===== src/acc_defs.svh =====
// Constants for the converter configuration and control block.
// Assumes inclusion by bare name; definitions only.
`ifndef ACC_DEFS_SVH
`define ACC_DEFS_SVH
`define ACC_NCH 2
`define ACC_SW 14
`define ACC_OFF_GLOBAL 8'h00
`define ACC_OFF_CLKDIV 8'h04
`define ACC_OFF_CHAN0 8'h08
`define ACC_OFF_CHAN1 8'h0c
`define ACC_OFF_TEST 8'h10
`define ACC_OFF_MISC 8'h14
`define ACC_OFF_STATUS 8'h18
`define ACC_OFF_SAMPLE 8'h1c
`define ACC_B_SWRST 0
`define ACC_B_GPD 1
`define ACC_B_STBY 2
`define ACC_B_PINSTBY 3
`define ACC_B_FMT 4
`define ACC_B_FRBUF 5
`define ACC_B_DITHOFF 0
`define ACC_B_CHPD 1
`define ACC_B_GAINEN 2
`define ACC_B_CHOPOFF 3
`define ACC_GAIN_LO 4
`define ACC_GAIN_HI 6
`define ACC_PAT_LO 8
`define ACC_PAT_HI 10
`define ACC_B_TPEN 16
`define ACC_B_ALIGN 17
`define ACC_B_LFM 0
`define ACC_B_OVRLSB 1
`define ACC_SWING_LO 8
`define ACC_SWING_HI 15
`define ACC_GAIN_MAX 3'h6
`define ACC_DIV_W 3
`define ACC_RESP_OKAY 2'h0
`define ACC_RESP_SLVERR 2'h2
`endif


===== src/acc_pkg.sv =====
// Types for the converter configuration and control block.
// Assumes acc_defs.svh constants.
package acc_pkg;
  typedef enum logic [2:0] {
    ACC_PAT_NORMAL, ACC_PAT_ZEROS, ACC_PAT_ONES, ACC_PAT_TOGGLE,
    ACC_PAT_RAMP, ACC_PAT_CUSTOM, ACC_PAT_RSV6, ACC_PAT_RSV7
  } acc_pat_t;
  typedef struct packed {
    logic dither_off;
    logic power_down;
    logic gain_en;
    logic chop_off;
    logic [2:0] gain_db;
    acc_pat_t pattern;
  } acc_chan_t;
  typedef struct packed {
    logic global_pd;
    logic standby;
    logic pin_to_standby;
    logic offset_binary;
    logic frame_ref_buffer_disable;
    logic low_freq_mode;
    logic over_range_lsb;
    logic [7:0] lvds_swing;
    logic test_en;
    logic test_align;
    logic [13:0] custom_word;
    logic [2:0] clk_div;
  } acc_glob_t;
endpackage


===== src/acc_config_control.sv =====
// Converter configuration registers over AXI4-Lite and the sample path.
// Assumes one clock; sample input and pins are synchronous to aclk.
//
// Contract
// - Software reset restores every default like hardware reset, self clearing.
// - Global power down bit powers whole converter down; resets to 0.
// - Standby bit puts all channels into standby; resets to 0.
// - Configuration picks power-down pin effect: global down or standby.
// - Format bit: 0 two's complement, 1 offset binary; resets 0.
// - Frame-reference buffer disable bit; reset 0 keeps buffer enabled.
// - Programmable divider derives sample rate from the input clock.
// - Per-channel dither on by default; disable bit turns it off.
// - Per-channel power down affects only that channel.
// - Per-channel gain enable switches digital gain into the path.
// - Per-channel gain setting spans 0 dB to 6 dB.
// - Test pattern enable replaces sample data with patterns.
// - Per-channel selector chooses pattern, normal operation included.
// - Align control makes test data on all outputs aligned.
// - Programmable 14-bit custom word output when custom pattern chosen.
// - Per-channel chopper on by default, moves noise to Fs/2; disable bit.
// - Low-frequency mode control for sample rates below 35 MHz.
// - Over-range on LSB option replaces LSB with over-range flag.
// - Multi-bit field sets serial output swing.
`include "acc_defs.svh"
module acc_config_control (
  input wire logic aclk,
  input wire logic aresetn,
  input wire logic [7:0] s_axi_awaddr,
  input wire logic s_axi_awvalid,
  output logic s_axi_awready,
  input wire logic [31:0] s_axi_wdata,
  input wire logic [3:0] s_axi_wstrb,
  input wire logic s_axi_wvalid,
  output logic s_axi_wready,
  output logic [1:0] s_axi_bresp,
  output logic s_axi_bvalid,
  input wire logic s_axi_bready,
  input wire logic [7:0] s_axi_araddr,
  input wire logic s_axi_arvalid,
  output logic s_axi_arready,
  output logic [31:0] s_axi_rdata,
  output logic [1:0] s_axi_rresp,
  output logic s_axi_rvalid,
  input wire logic s_axi_rready,
  input wire logic reset_pushbutton,
  input wire logic power_down_pin,
  input wire logic [`ACC_NCH*`ACC_SW-1:0] sample_in,
  input wire logic [`ACC_NCH-1:0] over_range_flag,
  output logic sample_en,
  output logic [`ACC_NCH*`ACC_SW-1:0] sample_out,
  output logic [`ACC_NCH-1:0] sample_valid,
  output logic [`ACC_NCH-1:0] dither_en,
  output logic [`ACC_NCH-1:0] chopper_en,
  output logic [`ACC_NCH-1:0] chan_powered,
  output logic chip_power_down,
  output logic frame_ref_buffer_disable,
  output logic low_freq_mode,
  output logic [7:0] lvds_swing
);
  acc_pkg::acc_chan_t chan_q [`ACC_NCH];
  acc_pkg::acc_glob_t glob_q;
  logic sw_reset_q;
  logic aw_hold_q, w_hold_q;
  logic [7:0] aw_addr_q;
  logic [31:0] w_data_q;
  logic [3:0] w_strb_q;
  logic [`ACC_DIV_W-1:0] div_cnt_q;
  logic [`ACC_SW-1:0] ramp_q;
  logic toggle_q;
  logic cfg_rst;
  logic do_write;
  logic pin_gpd, pin_stby, chip_off, all_stby;

  // Pushbutton, bus reset and the self-clearing soft reset act alike
  assign cfg_rst = !aresetn || reset_pushbutton || sw_reset_q;
  assign do_write = aw_hold_q && w_hold_q && !s_axi_bvalid;
  // Pin effect steered by configuration
  assign pin_gpd = power_down_pin && !glob_q.pin_to_standby;
  assign pin_stby = power_down_pin && glob_q.pin_to_standby;
  assign chip_off = glob_q.global_pd || pin_gpd;
  assign all_stby = glob_q.standby || pin_stby;

  function automatic logic [31:0] merge(input logic [31:0] old,
                                        input logic [31:0] nw,
                                        input logic [3:0] strb);
    logic [31:0] r;
    r = old;
    for (int i = 0; i < 4; i++) begin
      if (strb[i]) begin
        r[i*8 +: 8] = nw[i*8 +: 8];
      end
    end
    return r;
  endfunction

  function automatic logic [31:0] chan_word(input acc_pkg::acc_chan_t c);
    logic [31:0] r;
    r = 32'h0;
    r[`ACC_B_DITHOFF] = c.dither_off;
    r[`ACC_B_CHPD] = c.power_down;
    r[`ACC_B_GAINEN] = c.gain_en;
    r[`ACC_B_CHOPOFF] = c.chop_off;
    r[`ACC_GAIN_HI:`ACC_GAIN_LO] = c.gain_db;
    r[`ACC_PAT_HI:`ACC_PAT_LO] = c.pattern;
    return r;
  endfunction

  // Gain in roughly 1 dB steps as Q1.8 multipliers, clamped to 6 dB
  function automatic logic [9:0] gain_mult(input logic [2:0] db);
    case (db)
      3'h0: return 10'h100;
      3'h1: return 10'h11f;
      3'h2: return 10'h143;
      3'h3: return 10'h16a;
      3'h4: return 10'h196;
      3'h5: return 10'h1c7;
      default: return 10'h1fe;
    endcase
  endfunction

  always_ff @(posedge aclk) begin
    if (!aresetn) begin
      aw_hold_q <= 1'b0;
      aw_addr_q <= 8'h00;
    end else if (s_axi_awvalid && s_axi_awready) begin
      aw_hold_q <= 1'b1;
      aw_addr_q <= s_axi_awaddr;
    end else if (do_write) begin
      aw_hold_q <= 1'b0;
    end
  end

  always_ff @(posedge aclk) begin
    if (!aresetn) begin
      w_hold_q <= 1'b0;
      w_data_q <= 32'h0;
      w_strb_q <= 4'h0;
    end else if (s_axi_wvalid && s_axi_wready) begin
      w_hold_q <= 1'b1;
      w_data_q <= s_axi_wdata;
      w_strb_q <= s_axi_wstrb;
    end else if (do_write) begin
      w_hold_q <= 1'b0;
    end
  end

  always_ff @(posedge aclk) begin
    if (!aresetn) begin
      s_axi_awready <= 1'b0;
      s_axi_wready <= 1'b0;
    end else begin
      s_axi_awready <= !aw_hold_q && !(s_axi_awvalid && s_axi_awready);
      s_axi_wready <= !w_hold_q && !(s_axi_wvalid && s_axi_wready);
    end
  end

  always_ff @(posedge aclk) begin
    if (!aresetn) begin
      s_axi_bvalid <= 1'b0;
      s_axi_bresp <= `ACC_RESP_OKAY;
    end else if (do_write) begin
      s_axi_bvalid <= 1'b1;
      s_axi_bresp <= (aw_addr_q > `ACC_OFF_MISC || aw_addr_q[1:0] != 2'h0)
                     ? `ACC_RESP_SLVERR : `ACC_RESP_OKAY;
    end else if (s_axi_bready) begin
      s_axi_bvalid <= 1'b0;
    end
  end

  // Soft reset bit reads back 0: it is high for one cycle only
  always_ff @(posedge aclk) begin
    if (!aresetn) begin
      sw_reset_q <= 1'b0;
    end else begin
      sw_reset_q <= do_write && aw_addr_q == `ACC_OFF_GLOBAL &&
                    w_strb_q[0] && w_data_q[`ACC_B_SWRST] && !sw_reset_q;
    end
  end

  always_ff @(posedge aclk) begin
    logic [31:0] m;
    m = 32'h0;
    if (cfg_rst) begin
      glob_q <= '0;
      for (int i = 0; i < `ACC_NCH; i++) begin
        chan_q[i] <= '0;
      end
    end else if (do_write) begin
      if (aw_addr_q == `ACC_OFF_GLOBAL) begin
        m = merge({26'h0, glob_q.frame_ref_buffer_disable,
                   glob_q.offset_binary, glob_q.pin_to_standby,
                   glob_q.standby, glob_q.global_pd, 1'b0},
                  w_data_q, w_strb_q);
        glob_q.global_pd <= m[`ACC_B_GPD];
        glob_q.standby <= m[`ACC_B_STBY];
        glob_q.pin_to_standby <= m[`ACC_B_PINSTBY];
        glob_q.offset_binary <= m[`ACC_B_FMT];
        glob_q.frame_ref_buffer_disable <= m[`ACC_B_FRBUF];
      end else if (aw_addr_q == `ACC_OFF_CLKDIV) begin
        m = merge({29'h0, glob_q.clk_div}, w_data_q, w_strb_q);
        glob_q.clk_div <= m[`ACC_DIV_W-1:0];
      end else if (aw_addr_q == `ACC_OFF_CHAN0 ||
                   aw_addr_q == `ACC_OFF_CHAN1) begin
        for (int i = 0; i < `ACC_NCH; i++) begin
          if (aw_addr_q[2] == i[0]) begin
            m = merge(chan_word(chan_q[i]), w_data_q, w_strb_q);
            chan_q[i].dither_off <= m[`ACC_B_DITHOFF];
            chan_q[i].power_down <= m[`ACC_B_CHPD];
            chan_q[i].gain_en <= m[`ACC_B_GAINEN];
            chan_q[i].chop_off <= m[`ACC_B_CHOPOFF];
            // Out-of-range gain codes are clamped to 6 dB
            chan_q[i].gain_db <= (m[`ACC_GAIN_HI:`ACC_GAIN_LO] >
                                  `ACC_GAIN_MAX) ? `ACC_GAIN_MAX :
                                 m[`ACC_GAIN_HI:`ACC_GAIN_LO];
            chan_q[i].pattern <= acc_pkg::acc_pat_t'(
                                 m[`ACC_PAT_HI:`ACC_PAT_LO]);
          end
        end
      end else if (aw_addr_q == `ACC_OFF_TEST) begin
        m = merge({14'h0, glob_q.test_align, glob_q.test_en, 2'h0,
                   glob_q.custom_word}, w_data_q, w_strb_q);
        glob_q.custom_word <= m[`ACC_SW-1:0];
        glob_q.test_en <= m[`ACC_B_TPEN];
        glob_q.test_align <= m[`ACC_B_ALIGN];
      end else if (aw_addr_q == `ACC_OFF_MISC) begin
        m = merge({16'h0, glob_q.lvds_swing, 6'h0, glob_q.over_range_lsb,
                   glob_q.low_freq_mode}, w_data_q, w_strb_q);
        glob_q.low_freq_mode <= m[`ACC_B_LFM];
        glob_q.over_range_lsb <= m[`ACC_B_OVRLSB];
        glob_q.lvds_swing <= m[`ACC_SWING_HI:`ACC_SWING_LO];
      end
    end
  end

  always_ff @(posedge aclk) begin
    if (!aresetn) begin
      s_axi_arready <= 1'b0;
      s_axi_rvalid <= 1'b0;
      s_axi_rdata <= 32'h0;
      s_axi_rresp <= `ACC_RESP_OKAY;
    end else if (s_axi_arvalid && s_axi_arready) begin
      s_axi_arready <= 1'b0;
      s_axi_rvalid <= 1'b1;
      s_axi_rresp <= `ACC_RESP_OKAY;
      if (s_axi_araddr == `ACC_OFF_GLOBAL) begin
        s_axi_rdata <= {26'h0, glob_q.frame_ref_buffer_disable,
                        glob_q.offset_binary, glob_q.pin_to_standby,
                        glob_q.standby, glob_q.global_pd, 1'b0};
      end else if (s_axi_araddr == `ACC_OFF_CLKDIV) begin
        s_axi_rdata <= {29'h0, glob_q.clk_div};
      end else if (s_axi_araddr == `ACC_OFF_CHAN0) begin
        s_axi_rdata <= chan_word(chan_q[0]);
      end else if (s_axi_araddr == `ACC_OFF_CHAN1) begin
        s_axi_rdata <= chan_word(chan_q[1]);
      end else if (s_axi_araddr == `ACC_OFF_TEST) begin
        s_axi_rdata <= {14'h0, glob_q.test_align, glob_q.test_en, 2'h0,
                        glob_q.custom_word};
      end else if (s_axi_araddr == `ACC_OFF_MISC) begin
        s_axi_rdata <= {16'h0, glob_q.lvds_swing, 6'h0, glob_q.over_range_lsb,
                        glob_q.low_freq_mode};
      end else if (s_axi_araddr == `ACC_OFF_STATUS) begin
        s_axi_rdata <= {28'h0, all_stby, chip_off, chan_powered};
      end else if (s_axi_araddr == `ACC_OFF_SAMPLE) begin
        s_axi_rdata <= {4'h0, sample_out};
      end else begin
        s_axi_rdata <= 32'h0;
        s_axi_rresp <= `ACC_RESP_SLVERR;
      end
    end else if (s_axi_rvalid) begin
      if (s_axi_rready) begin
        s_axi_rvalid <= 1'b0;
      end
    end else begin
      s_axi_arready <= 1'b1;
    end
  end

  // Divide by clk_div+1; code 0 samples every cycle
  always_ff @(posedge aclk) begin
    if (cfg_rst) begin
      div_cnt_q <= '0;
      sample_en <= 1'b0;
    end else if (div_cnt_q >= glob_q.clk_div) begin
      div_cnt_q <= '0;
      sample_en <= 1'b1;
    end else begin
      div_cnt_q <= div_cnt_q + 1'b1;
      sample_en <= 1'b0;
    end
  end

  // One shared ramp and toggle keep all channels in step
  always_ff @(posedge aclk) begin
    if (cfg_rst || !glob_q.test_en ||
        (glob_q.test_align && do_write && aw_addr_q == `ACC_OFF_TEST)) begin
      ramp_q <= '0;
      toggle_q <= 1'b0;
    end else if (sample_en) begin
      ramp_q <= ramp_q + 1'b1;
      toggle_q <= !toggle_q;
    end
  end

  always_ff @(posedge aclk) begin
    logic [`ACC_SW-1:0] s;
    logic [`ACC_SW+9:0] p;
    s = '0;
    p = '0;
    if (cfg_rst) begin
      sample_out <= '0;
      sample_valid <= '0;
    end else if (sample_en) begin
      for (int i = 0; i < `ACC_NCH; i++) begin
        s = sample_in[i*`ACC_SW +: `ACC_SW];
        if (chan_q[i].gain_en) begin
          p = {{10{s[`ACC_SW-1]}}, s} *
              {{`ACC_SW{1'b0}}, gain_mult(chan_q[i].gain_db)};
          s = p[`ACC_SW+7:8];
        end
        if (glob_q.offset_binary) begin
          s[`ACC_SW-1] = !s[`ACC_SW-1];
        end
        if (glob_q.over_range_lsb) begin
          s[0] = over_range_flag[i];
        end
        if (glob_q.test_en) begin
          case (chan_q[i].pattern)
            acc_pkg::ACC_PAT_ZEROS: s = '0;
            acc_pkg::ACC_PAT_ONES: s = '1;
            acc_pkg::ACC_PAT_TOGGLE: s = {(`ACC_SW/2){toggle_q, !toggle_q}};
            acc_pkg::ACC_PAT_RAMP: s = ramp_q;
            acc_pkg::ACC_PAT_CUSTOM: s = glob_q.custom_word;
            default: s = s;
          endcase
        end
        if (!chan_powered[i]) begin
          s = '0;
        end
        sample_out[i*`ACC_SW +: `ACC_SW] <= s;
        sample_valid[i] <= chan_powered[i];
      end
    end
  end

  always_ff @(posedge aclk) begin
    if (cfg_rst) begin
      dither_en <= '1;
      chopper_en <= '1;
      chan_powered <= '0;
      chip_power_down <= 1'b0;
      frame_ref_buffer_disable <= 1'b0;
      low_freq_mode <= 1'b0;
      lvds_swing <= '0;
    end else begin
      for (int i = 0; i < `ACC_NCH; i++) begin
        dither_en[i] <= !chan_q[i].dither_off;
        chopper_en[i] <= !chan_q[i].chop_off;
        // Other channels keep running
        chan_powered[i] <= !chan_q[i].power_down && !chip_off && !all_stby;
      end
      chip_power_down <= chip_off;
      frame_ref_buffer_disable <= glob_q.frame_ref_buffer_disable;
      low_freq_mode <= glob_q.low_freq_mode;
      lvds_swing <= glob_q.lvds_swing;
    end
  end

  property p_swrst_clears;
    @(posedge aclk) disable iff (!aresetn)
      sw_reset_q |=> !sw_reset_q && glob_q == '0;
  endproperty
  a_swrst_clears: assert property (p_swrst_clears)
    else $error("soft reset did not restore defaults");

  property p_gpd;
    @(posedge aclk) disable iff (!aresetn)
      (glob_q.global_pd && !cfg_rst) |=> chip_power_down &&
        chan_powered == '0;
  endproperty
  a_gpd: assert property (p_gpd)
    else $error("global power down not applied");

  property p_stby;
    @(posedge aclk) disable iff (!aresetn)
      (glob_q.standby && !cfg_rst) |=> chan_powered == '0;
  endproperty
  a_stby: assert property (p_stby)
    else $error("standby did not stop channels");

  property p_pin;
    @(posedge aclk) disable iff (!aresetn || cfg_rst)
      (power_down_pin && glob_q.pin_to_standby && !glob_q.global_pd)
        |=> !chip_power_down;
  endproperty
  a_pin: assert property (p_pin)
    else $error("pin in standby mode powered chip down");

  property p_div;
    @(posedge aclk) disable iff (cfg_rst)
      (sample_en && glob_q.clk_div != 3'h0 && !do_write) |=> !sample_en;
  endproperty
  a_div: assert property (p_div)
    else $error("divider pulse spacing wrong");

  property p_dither;
    @(posedge aclk) disable iff (cfg_rst)
      chan_q[0].dither_off |=> !dither_en[0];
  endproperty
  a_dither: assert property (p_dither)
    else $error("dither stayed on");

  property p_chop;
    @(posedge aclk) disable iff (cfg_rst)
      !chan_q[1].chop_off |=> chopper_en[1];
  endproperty
  a_chop: assert property (p_chop)
    else $error("chopper off without request");

  property p_custom;
    @(posedge aclk) disable iff (cfg_rst)
      (sample_en && glob_q.test_en && chan_powered[0] &&
       chan_q[0].pattern == acc_pkg::ACC_PAT_CUSTOM)
        |=> sample_out[`ACC_SW-1:0] == $past(glob_q.custom_word);
  endproperty
  a_custom: assert property (p_custom)
    else $error("custom word not output");

  property p_unity;
    @(posedge aclk) disable iff (cfg_rst)
      (sample_en && !glob_q.test_en && !glob_q.offset_binary &&
       !glob_q.over_range_lsb && !chan_q[0].gain_en && chan_powered[0])
        |=> sample_out[`ACC_SW-1:0] == $past(sample_in[`ACC_SW-1:0]);
  endproperty
  a_unity: assert property (p_unity)
    else $error("gain applied while gain stage off");

  c_swrst: cover property (@(posedge aclk) disable iff (!aresetn)
    sw_reset_q);
  c_custom: cover property (@(posedge aclk) disable iff (cfg_rst)
    sample_en && glob_q.test_en &&
    chan_q[0].pattern == acc_pkg::ACC_PAT_CUSTOM);
  c_gain: cover property (@(posedge aclk) disable iff (cfg_rst)
    sample_en && chan_q[0].gain_en && chan_q[0].gain_db == `ACC_GAIN_MAX);
endmodule // acc_config_control


===== config.mk =====
export PLATFORM = sky130hd
export DESIGN_NAME = acc_config_control
export DESIGN_NICKNAME = d
export VERILOG_FILES = /design/src/acc_pkg.sv /design/src/acc_config_control.sv
export VERILOG_INCLUDE_DIRS = /design/src
export SDC_FILE = /design/constraint.sdc
export NUM_CORES = 1
export LEC_CHECK = 0
export BUFFER_PORTS_ARGS = -buffer_cell sky130_fd_sc_hd__buf_4
export CORE_ASPECT_RATIO = 1.25
export CORE_UTILIZATION = 59
export CTS_CLUSTER_DIAMETER = 60
export DETAILED_ROUTE_END_ITERATION = 12
export PLACE_DENSITY = 0.77
export RECOVER_POWER = 100
export SLEW_MARGIN = 40
export SYNTH_ARGS = -nofsm -noshare
export SYNTH_HDL_FRONTEND = slang
export SYNTH_SLANG_ARGS = --single-unit

===== constraint.sdc =====
create_clock -name aclk -period 7.8 [get_ports aclk]
set_clock_uncertainty 0.05 [all_clocks]
set_input_delay 0.78 -clock aclk [delete_from_list [all_inputs] [get_ports aclk]]
set_output_delay 0.78 -clock aclk [all_outputs]
set_load 0.05 [all_outputs]

# Word level (Yosys, flattened, before mapping)
# Memories as Yosys holds them, arrays and structs flattened.
# Cells that the tools add are included.
[totals]
ff_bits = 173
latchBits = 0
ramBits = 20
romBits = 0
inputBits = 91
output_inout_bits = 89
wordCells = 270
n_memories = 1
[mem_list]
columns = ["memory", "words", "word_bits", "read_ports", "rd_ports_with_merged_regs", "wr", "line_no", "text"]
rows = [
  ["chan_q", 2, 10, 2, 0, 2, "acc_config_control.sv:60", "acc_pkg::acc_chan_t chan_q [`ACC_NCH];"],
]
[classes]
add_sub_neg = 2
n_mul = 2
div_mod_pow = 0
order_cmp = 4
n_eq_ne = 32
shifts = 0
mux = 108
bitwise = 17
n_reduce_logical = 64
[ops]
columns = ["op", "count"]
rows = [
  ["2-to-1 mux 28 bit", 8],
  ["2-to-1 mux 14 bit", 10],
  ["case mux 14 bit (5 select lines)", 2],
  ["2-to-1 mux 7 bit", 14],
  ["case mux 8 bit (6 select lines)", 2],
  ["2-to-1 mux 10 bit", 6],
  ["2-to-1 mux 3 bit", 20],
  ["equality test 8 x 5 -> 1 bit (second input constant)", 6],
  ["multiplier 14 x 11 -> 22 bit", 2],
  ["2-to-1 mux 1 bit", 37],
  ["equality test 8 x 4 -> 1 bit (second input constant)", 4],
  ["equality test 3 x 2 -> 1 bit (second input constant)", 8],
  ["equality test 3 bit (second input constant)", 8],
  ["zero test 1 bit", 20],
  ["logical AND 1 bit", 19],
  ["2-to-1 mux 2 bit", 9],
  ["AND reduction 6 bit", 3],
  ["equality test 8 x 3 -> 1 bit (second input constant)", 2],
  ["zero test 8 bit", 2],
  ["adder 14 x 1 -> 14 bit (second input constant)", 1],
  ["AND reduction 7 bit", 2],
  ["equality test 3 x 1 -> 1 bit (second input constant)", 4],
  ["OR 1 bit", 12],
  ["greater-than comparator 8 x 5 -> 1 bit (second input constant)", 1],
  ["other kinds (10)", 27],
]

# Longest topological paths before layout
# Gate-level depths: netlist of run 1.
# An unclocked memory read counts as a cell.
[depth]
depth_word = 15
ltp_mapped = 25
depth_no_buf = 23

# Least setup slack after synthesis of run 1
# OpenSTA, ideal clock, no wires.
[synth_timing]
path_type = "reg-to-reg"
start = "mem chan_q[1][5] (netlist bit)"
end = "reg sample_out[26]"
setup_time_ns = 0.145
arrival_time_ns = 5.780
t_required_ns = 7.605
path_slack_ns = 1.825
path_stages_with_launch = 25
path_buffers = 3
synth_period_minus_slack_ns = 5.975
cell_sequence = "edfxtp_1 > clkbuf_1 > nand2_1 > o21ai_0 > clkbuf_1 > nand2_1 > fa_1 > inv_1 > fa_1 > fa_1 > fa_1 > inv_1 > fa_1 > inv_1 > ha_1 > clkbuf_1 > a211o_1 > o2111ai_1 > o211ai_1 > a211oi_4 > o21ai_2 > a21o_1 > a21oi_2 > xor2_1 > a41oi_1"
[synth_lines]
columns = ["element", "line_no", "text"]
rows = [
  ["start: declaration", "acc_config_control.sv:60", ""],
  ["end signal: indexed assignment", "acc_config_control.sv:339", "sample_out[i*`ACC_SW +: `ACC_SW] <= s;"],
  ["end: declaration", "acc_config_control.sv:50", "output logic [`ACC_NCH*`ACC_SW-1:0] sample_out,"],
]

==> results of run 1 <==
## state kept, by name, indices dropped and copies added, names as in the netlist, 3 cells and up
register	count
div_cnt_q	3
lvds_swing	8
glob_q	34
aw_addr_q	8
s_axi_rdata	28
ramp_q	14
sample_out	28
w_strb_q	3
w_data_q	18
chan_q	20
## final timing paths
check	startpoint	endpoint	slack [ns]	cells after the start
setup / recovery	chan_q[1][5]	sample_out[27]	0.82	21
hold / removal	chan_q[1][9]	dither_en[1]	0.39	1
setup reg to reg	chan_q[1][5]	sample_out[27]	0.82	21
hold reg to reg	chan_q[1][9]	dither_en[1]	0.39	1
## layout make-up
class / count / area share (%)
Sequential cell: 187 / 20.5
Multi-Input combinational cell: 1475 / 62.3
Tap cell: 396 / 2.57
Timing Repair Buffer: 177 / 5.26
Clock buffer: 17 / 2.21
Clock inverter: 15 / 0.883
Inverter: 324 / 6.31
## per-layer routing
metal  global-route usage (%)  up-vias  routed length (µm)
li1                         -     6870                   -
met1                     40.0     7155               18100
met2                     55.2      592               23800
met3                     4.70      108                3270
met4                     13.3        0                1630
met5                        0        -                   0
## worst max-delay path: stages, from the launching register on
cell	delay (ns)
edfxtp_1	0.54
buf_4	0.30
or2_0	0.81
nand2_1	0.23
fa_1	0.59
inv_1	0.06
fa_1	0.50
fa_1	0.51
fa_1	0.49
inv_1	0.05
fa_1	0.48
inv_1	0.04
ha_1	0.36
a21o_1	0.20
o211ai_1	0.21
o211ai_1	0.19
a211oi_4	0.32
o21bai_1	0.16
and3_1	0.17
nor3_1	0.23
xor2_1	0.21
a31oi_1	0.11
## cells in the mapped netlist, drive strengths merged (18+ instances only)
master | instances | area share, %
a21oi | 99 | 2.9
nand2 | 355 | 7.5
mux2i | 42 | 2.4
a211oi | 18 | 0.89
o21ai | 84 | 2.4
nor2b | 65 | 2.3
and2 | 60 | 2.1
xnor2 | 43 | 2.1
fa | 206 | 23
clkbuf | 84 | 1.8
o211ai | 23 | 1.0
edfxtp | 20 | 3.4
nand2b | 19 | 0.69
inv | 323 | 6.9
dfxtp | 167 | 19
nor2 | 94 | 2.0
a21boi | 42 | 1.8
and3 | 24 | 0.85
buf | 36 | 0.96
nand3 | 23 | 0.65
ha | 97 | 6.9
## metrics by stage
stage,utilization (%),instance area [µm²],power [W]
after floorplan,-,17700,0.00261
after global placement,64.9,19000,0.00299
after detailed placement,64.9,19000,0.00304
after CTS,66.9,19600,0.00394
after global routing,65.7,19300,0.00424
final,65.7,19300,0.00390
## power groups by stage
stage / sequential [W] / combinational [W] / clock, W
floorplan: 0.00104 / 0.00157 / 0
global placement: 0.00104 / 0.00195 / 0
detailed placement: 0.00104 / 0.00200 / 0
CTS: 0.00102 / 0.00203 / 0.000899
global route: 0.00102 / 0.00228 / 0.000938
finish: 0.00102 / 0.00199 / 0.000896
## cells by family (layout without fill, tap and decap cells)
kind of cell / Yosys count / count (layout) / synth area share [%]
muxes: 49 / 49 / 2.89
buffers and inverters: 444 / 533 / 9.62
other: 1 / 6 / 0.0212
DFF: 187 / 187 / 22.3
AOI/OAI and AO/OA: 366 / 366 / 13.8
xor gates and xnor gates: 60 / 60 / 2.97
and+or+nand+nor: 691 / 691 / 18.2
adders and majority gates: 303 / 303 / 30.2
==> results.sh, run 1 <==
export IMPL_final_setup_worst_slack_ns=0.821
export IMPL_p_leak_nw=8.62
export IMPL_final_cell_mix="nand2_1 (355), inv_1 (323), fa_1 (206)"
export IMPL_gp_congestion=0.926
export IMPL_synth_edf_count=20
export IMPL_routed_wl_um=46800
export IMPL_cts_max_path_buffers=2
export IMPL_async_reset_ff_share_pct=0
export IMPL_p_sw_w=0.00156
export IMPL_area_delta_synth_final_pct=8.95
export IMPL_place_port_buffers=158
export IMPL_hold_class="register to register"
export IMPL_max_freq_mhz=143
export IMPL_fillers=2536
export IMPL_internal_power_w=0.00234
export IMPL_drive_gt1_share_pct=6.51
export IMPL_routedWlPerCell_um=18.1
export IMPL_finalCriticalPeriod_ns=6.98
export IMPL_combinationalPowerShare_pct=51.0
export IMPL_synth_ff_type="dfxtp_1"
export IMPL_cp_arrival_ns=7.23
export IMPL_grt_max_degree=70
export IMPL_viasPerCell=5.68
export IMPL_synth_warning_count=0
export IMPL_yosysUniqueCellTypes=87
export IMPL_cts_tree="done"
export IMPL_ir_worst_vdd_mv=0.185
export IMPL_die_w_um=157
export IMPL_grt_overflow=0
export IMPL_cts_clk_slew_worst_paths_ns=0.07
export IMPL_worstSetupStartpointType="register"
export IMPL_violations="capacitance limit, slew limit"
export IMPL_cts_num_sinks=187
export IMPL_grt_pass1_vias=15000
export IMPL_num_vias=14700
export IMPL_hold_slack_ns=0.387
export IMPL_clkPwrFrac_pct=23.0
export IMPL_antenna_found_initial=0
export IMPL_max_cap_viol_count=3
export IMPL_drt_iter0_markers=1244
export IMPL_core_area_mm2=0.0293
export IMPL_dp_slack_ns=1.30
export IMPL_layout_commonest_cell="nand2_1"
export IMPL_root_buffer="clkbuf_16"
export IMPL_antenna_cells=0
export IMPL_cts_resized=0
export IMPL_ant_nets=0
export IMPL_dp_cells=2557
export IMPL_fp_dieArea_mm2=0.0307
export IMPL_post_cts_buffers=0
export IMPL_finalNetCount=2576
export IMPL_worstPathRequired_ns=8.05
export IMPL_relSlewSlack_pct=-89.9
export IMPL_multi_input_comb_area_mm2=0.0120
export IMPL_synthCells=2101
export IMPL_synth_avg_cell_area_um2=8.42
export IMPL_p_sw_share_pct=40.1
export IMPL_hold_viol=0
export IMPL_grt_pass1_wl_um=76500
export IMPL_worst_pin_slew_ns=2.85
export IMPL_p_seq_share_pct=26.1
export IMPL_period_share_pct=89.5
export IMPL_worstSetupPathType="register to register"
export IMPL_fin_tns_setup_ns=0
export IMPL_syn_area_mm2=0.0177
export IMPL_hold_buffers=0
export IMPL_ys_seq_area_share_pct=22.3
export IMPL_drc=0
export IMPL_final_setup_viol_count=0
export IMPL_cts_max_level=4
export IMPL_final_max_slew_viol_count=164
export IMPL_ff_latch_area_mm2=0.00394
export IMPL_cp_end_kind="register"
export IMPL_cp_max_fo=16
export IMPL_hpwlAfterDp_um=35900
export IMPL_io_pins=180
export IMPL_p_per_area_mw_per_mm2=202
export IMPL_cts_inserted_buffers=17
export IMPL_stdcell_count=2591
export IMPL_core_rowCount=70
export IMPL_clk_latency_ns=0.44
export IMPL_status="finished with violations"
export IMPL_die_h_um=196
export IMPL_ys_ff_latch=187
export IMPL_rsz0062_at_grt="false"
export IMPL_initial_core_util_pct=60.3
export IMPL_grt_use_total_pct=32.1
export IMPL_drt_first_pass_iters=6
Note: power is estimated with default switching activity, not from simulation.
==> run 2, diff against run 1 <==
- MAX_ROUTING_LAYER: default -> met4
- REMOVE_ABC_BUFFERS: default -> 1
==> run 2 against run 1 <==
Net effect: the run still ends with capacitance limit, slew limit left; critical path depth grew 2; critical path type unchanged; combinational power about the same; non-clock buffer count increased by 3; global-route usage grew 1.3 points; via count up 1.1%; largest cell class unchanged; die area did not move; sequential share of layout area about the same; design area increased by 0.20%; sequential power hardly changed; largest power group unchanged; core utilization grew 0.13 points; first-iteration DRC count is 9.9% lower.
==> results.sh, run 2 (synthesis results as in run 1) <==
export IMPL_stdcell_count=2594
export IMPL_worstSetupStartpointType="register"
export IMPL_grt_pass1_vias=15000
export IMPL_finish_utilization_pct=65.8
export IMPL_grt_overflow=0
export IMPL_dp_cells=2560
export IMPL_worst_pin_slew_ns=2.94
export IMPL_cts_resized=0
export IMPL_rsz0062_at_grt="false"
export IMPL_top_register="glob_q"
export IMPL_violations="capacitance limit, slew limit"
export IMPL_p_leak_nw=8.63
export IMPL_drt_first_pass_iters=7
export IMPL_hold_buffers=0
export IMPL_cts_max_path_buffers=2
export IMPL_drc=0
export IMPL_grt_use_total_pct=33.4
export IMPL_antenna_found_initial=0
export IMPL_clk_latency_ns=0.44
export IMPL_fin_tns_setup_ns=0
export IMPL_finalNetCount=2579
export IMPL_cts_tree="done"
export IMPL_finalCriticalPeriod_ns=7.06
export IMPL_num_vias=14900
export IMPL_worstSetupPathType="register to register"
export IMPL_report_power_total_w=0.00389
export IMPL_ir_worst_vdd_mv=0.156
export IMPL_hpwlAfterDp_um=37000
export IMPL_drive_gt1_share_pct=6.92
export IMPL_post_cts_buffers=0
export IMPL_final_cell_mix="nand2_1 (354), inv_1 (323), fa_1 (206)"
export IMPL_worstPathRequired_ns=8.02
export IMPL_top_regs="glob_q (34), s_axi_rdata (28), sample_out (28)"
export IMPL_routed_wl_um=47500
export IMPL_cts_max_level=4
export IMPL_largest_reg_flops=34
export IMPL_grt_max_degree=70
export IMPL_routedWlPerCell_um=18.3
export IMPL_cts_clk_slew_worst_paths_ns=0.08
export IMPL_fp_dieArea_mm2=0.0307
export IMPL_gp_congestion=0.998
export IMPL_hold_viol=0
export IMPL_cts_inserted_buffers=17
export IMPL_io_pins=180
export IMPL_max_cap_viol_count=2
export IMPL_viasPerCell=5.74
export IMPL_final_setup_viol_count=0
export IMPL_hold_slack_ns=0.409
export IMPL_core_area_mm2=0.0293
export IMPL_place_port_buffers=158
export IMPL_grt_pass1_wl_um=77000
export IMPL_cp_max_fo=22
export IMPL_cp_arrival_ns=7.27
export IMPL_ant_nets=0
export IMPL_drt_iter0_markers=1121
export IMPL_final_max_slew_viol_count=128
export IMPL_max_freq_mhz=142
export IMPL_die_w_um=157
export IMPL_antenna_cells=0
export IMPL_layout_commonest_cell="nand2_1"
export IMPL_cp_end_kind="register"
export IMPL_hold_class="register to register"
export IMPL_cts_num_sinks=187
export IMPL_relSlewSlack_pct=-95.8
export IMPL_p_per_area_mw_per_mm2=201
export IMPL_core_rowCount=70
export IMPL_initial_core_util_pct=60.3
export IMPL_status="finished with violations"
export IMPL_area_delta_synth_final_pct=9.17
export IMPL_die_h_um=196
export IMPL_root_buffer="clkbuf_16"
export IMPL_period_share_pct=90.5
==> run 2: cell type report <==
| cell class | count | area, µm² |
|---|---|---|
| tap | 396 | 495 |
| inverter | 324 | 1220 |
| multi-input combinational | 1475 | 12000 |
| sequential | 187 | 3940 |
| timing repair buffer | 180 | 1030 |
| clock inverter | 13 | 146 |
| clock buffer | 19 | 453 |
| fill | 2603 | 10000 |
==> run 2: where the power goes <==
part / internal, W / switching [W]
registers: 0.000988 / 0.0000279
logic: 0.000849 / 0.00115
clock network: 0.000446 / 0.000425
==> run 2: critical path, stage by stage, from the launching register on <==
cell,delay (ns)
edfxtp_1,0.45
buf_4,0.37
nand2_1,0.17
o21ai_0,0.11
clkbuf_1,0.68
nand2_1,0.18
fa_1,0.52
fa_1,0.52
inv_1,0.05
fa_1,0.50
fa_1,0.51
inv_1,0.05
fa_1,0.48
inv_1,0.04
ha_1,0.34
o211a_1,0.26
o211ai_1,0.24
o211ai_1,0.18
a211oi_4,0.35
o21ai_2,0.12
a21o_1,0.22
a21oi_2,0.15
xor2_1,0.20
a41oi_1,0.13
==> run 2: routing by layer <==
layer  wire length, µm  vias up  track usage, %
met2             24000      606            56.7
met4              2400        0            15.8
met3              3000      167            4.39
li1                  -     6876               -
met1             18100     7234            38.8
met5                 0        -               -
==> run 2: path summary, 6_finish.rpt <==
check | from | end | slack (ns) | depth (start not counted)
hold reg to reg | chan_q[0][8] | chan_powered[0] | 0.41 | 1
setup / recovery | chan_q[1][5] | sample_out[26] | 0.74 | 23
hold / removal | chan_q[0][8] | chan_powered[0] | 0.41 | 1
setup reg to reg | chan_q[1][5] | sample_out[26] | 0.74 | 23
==> run 2: metrics by stage <==
stage / instance area (µm²) / setup WS [ns]
CTS: 19700 / 1.28
floorplan: 17200 / 1.53
global placement: 19100 / 1.39
finish: 19300 / 0.745
global route: 19300 / 0.418
detailed placement: 19100 / 1.33
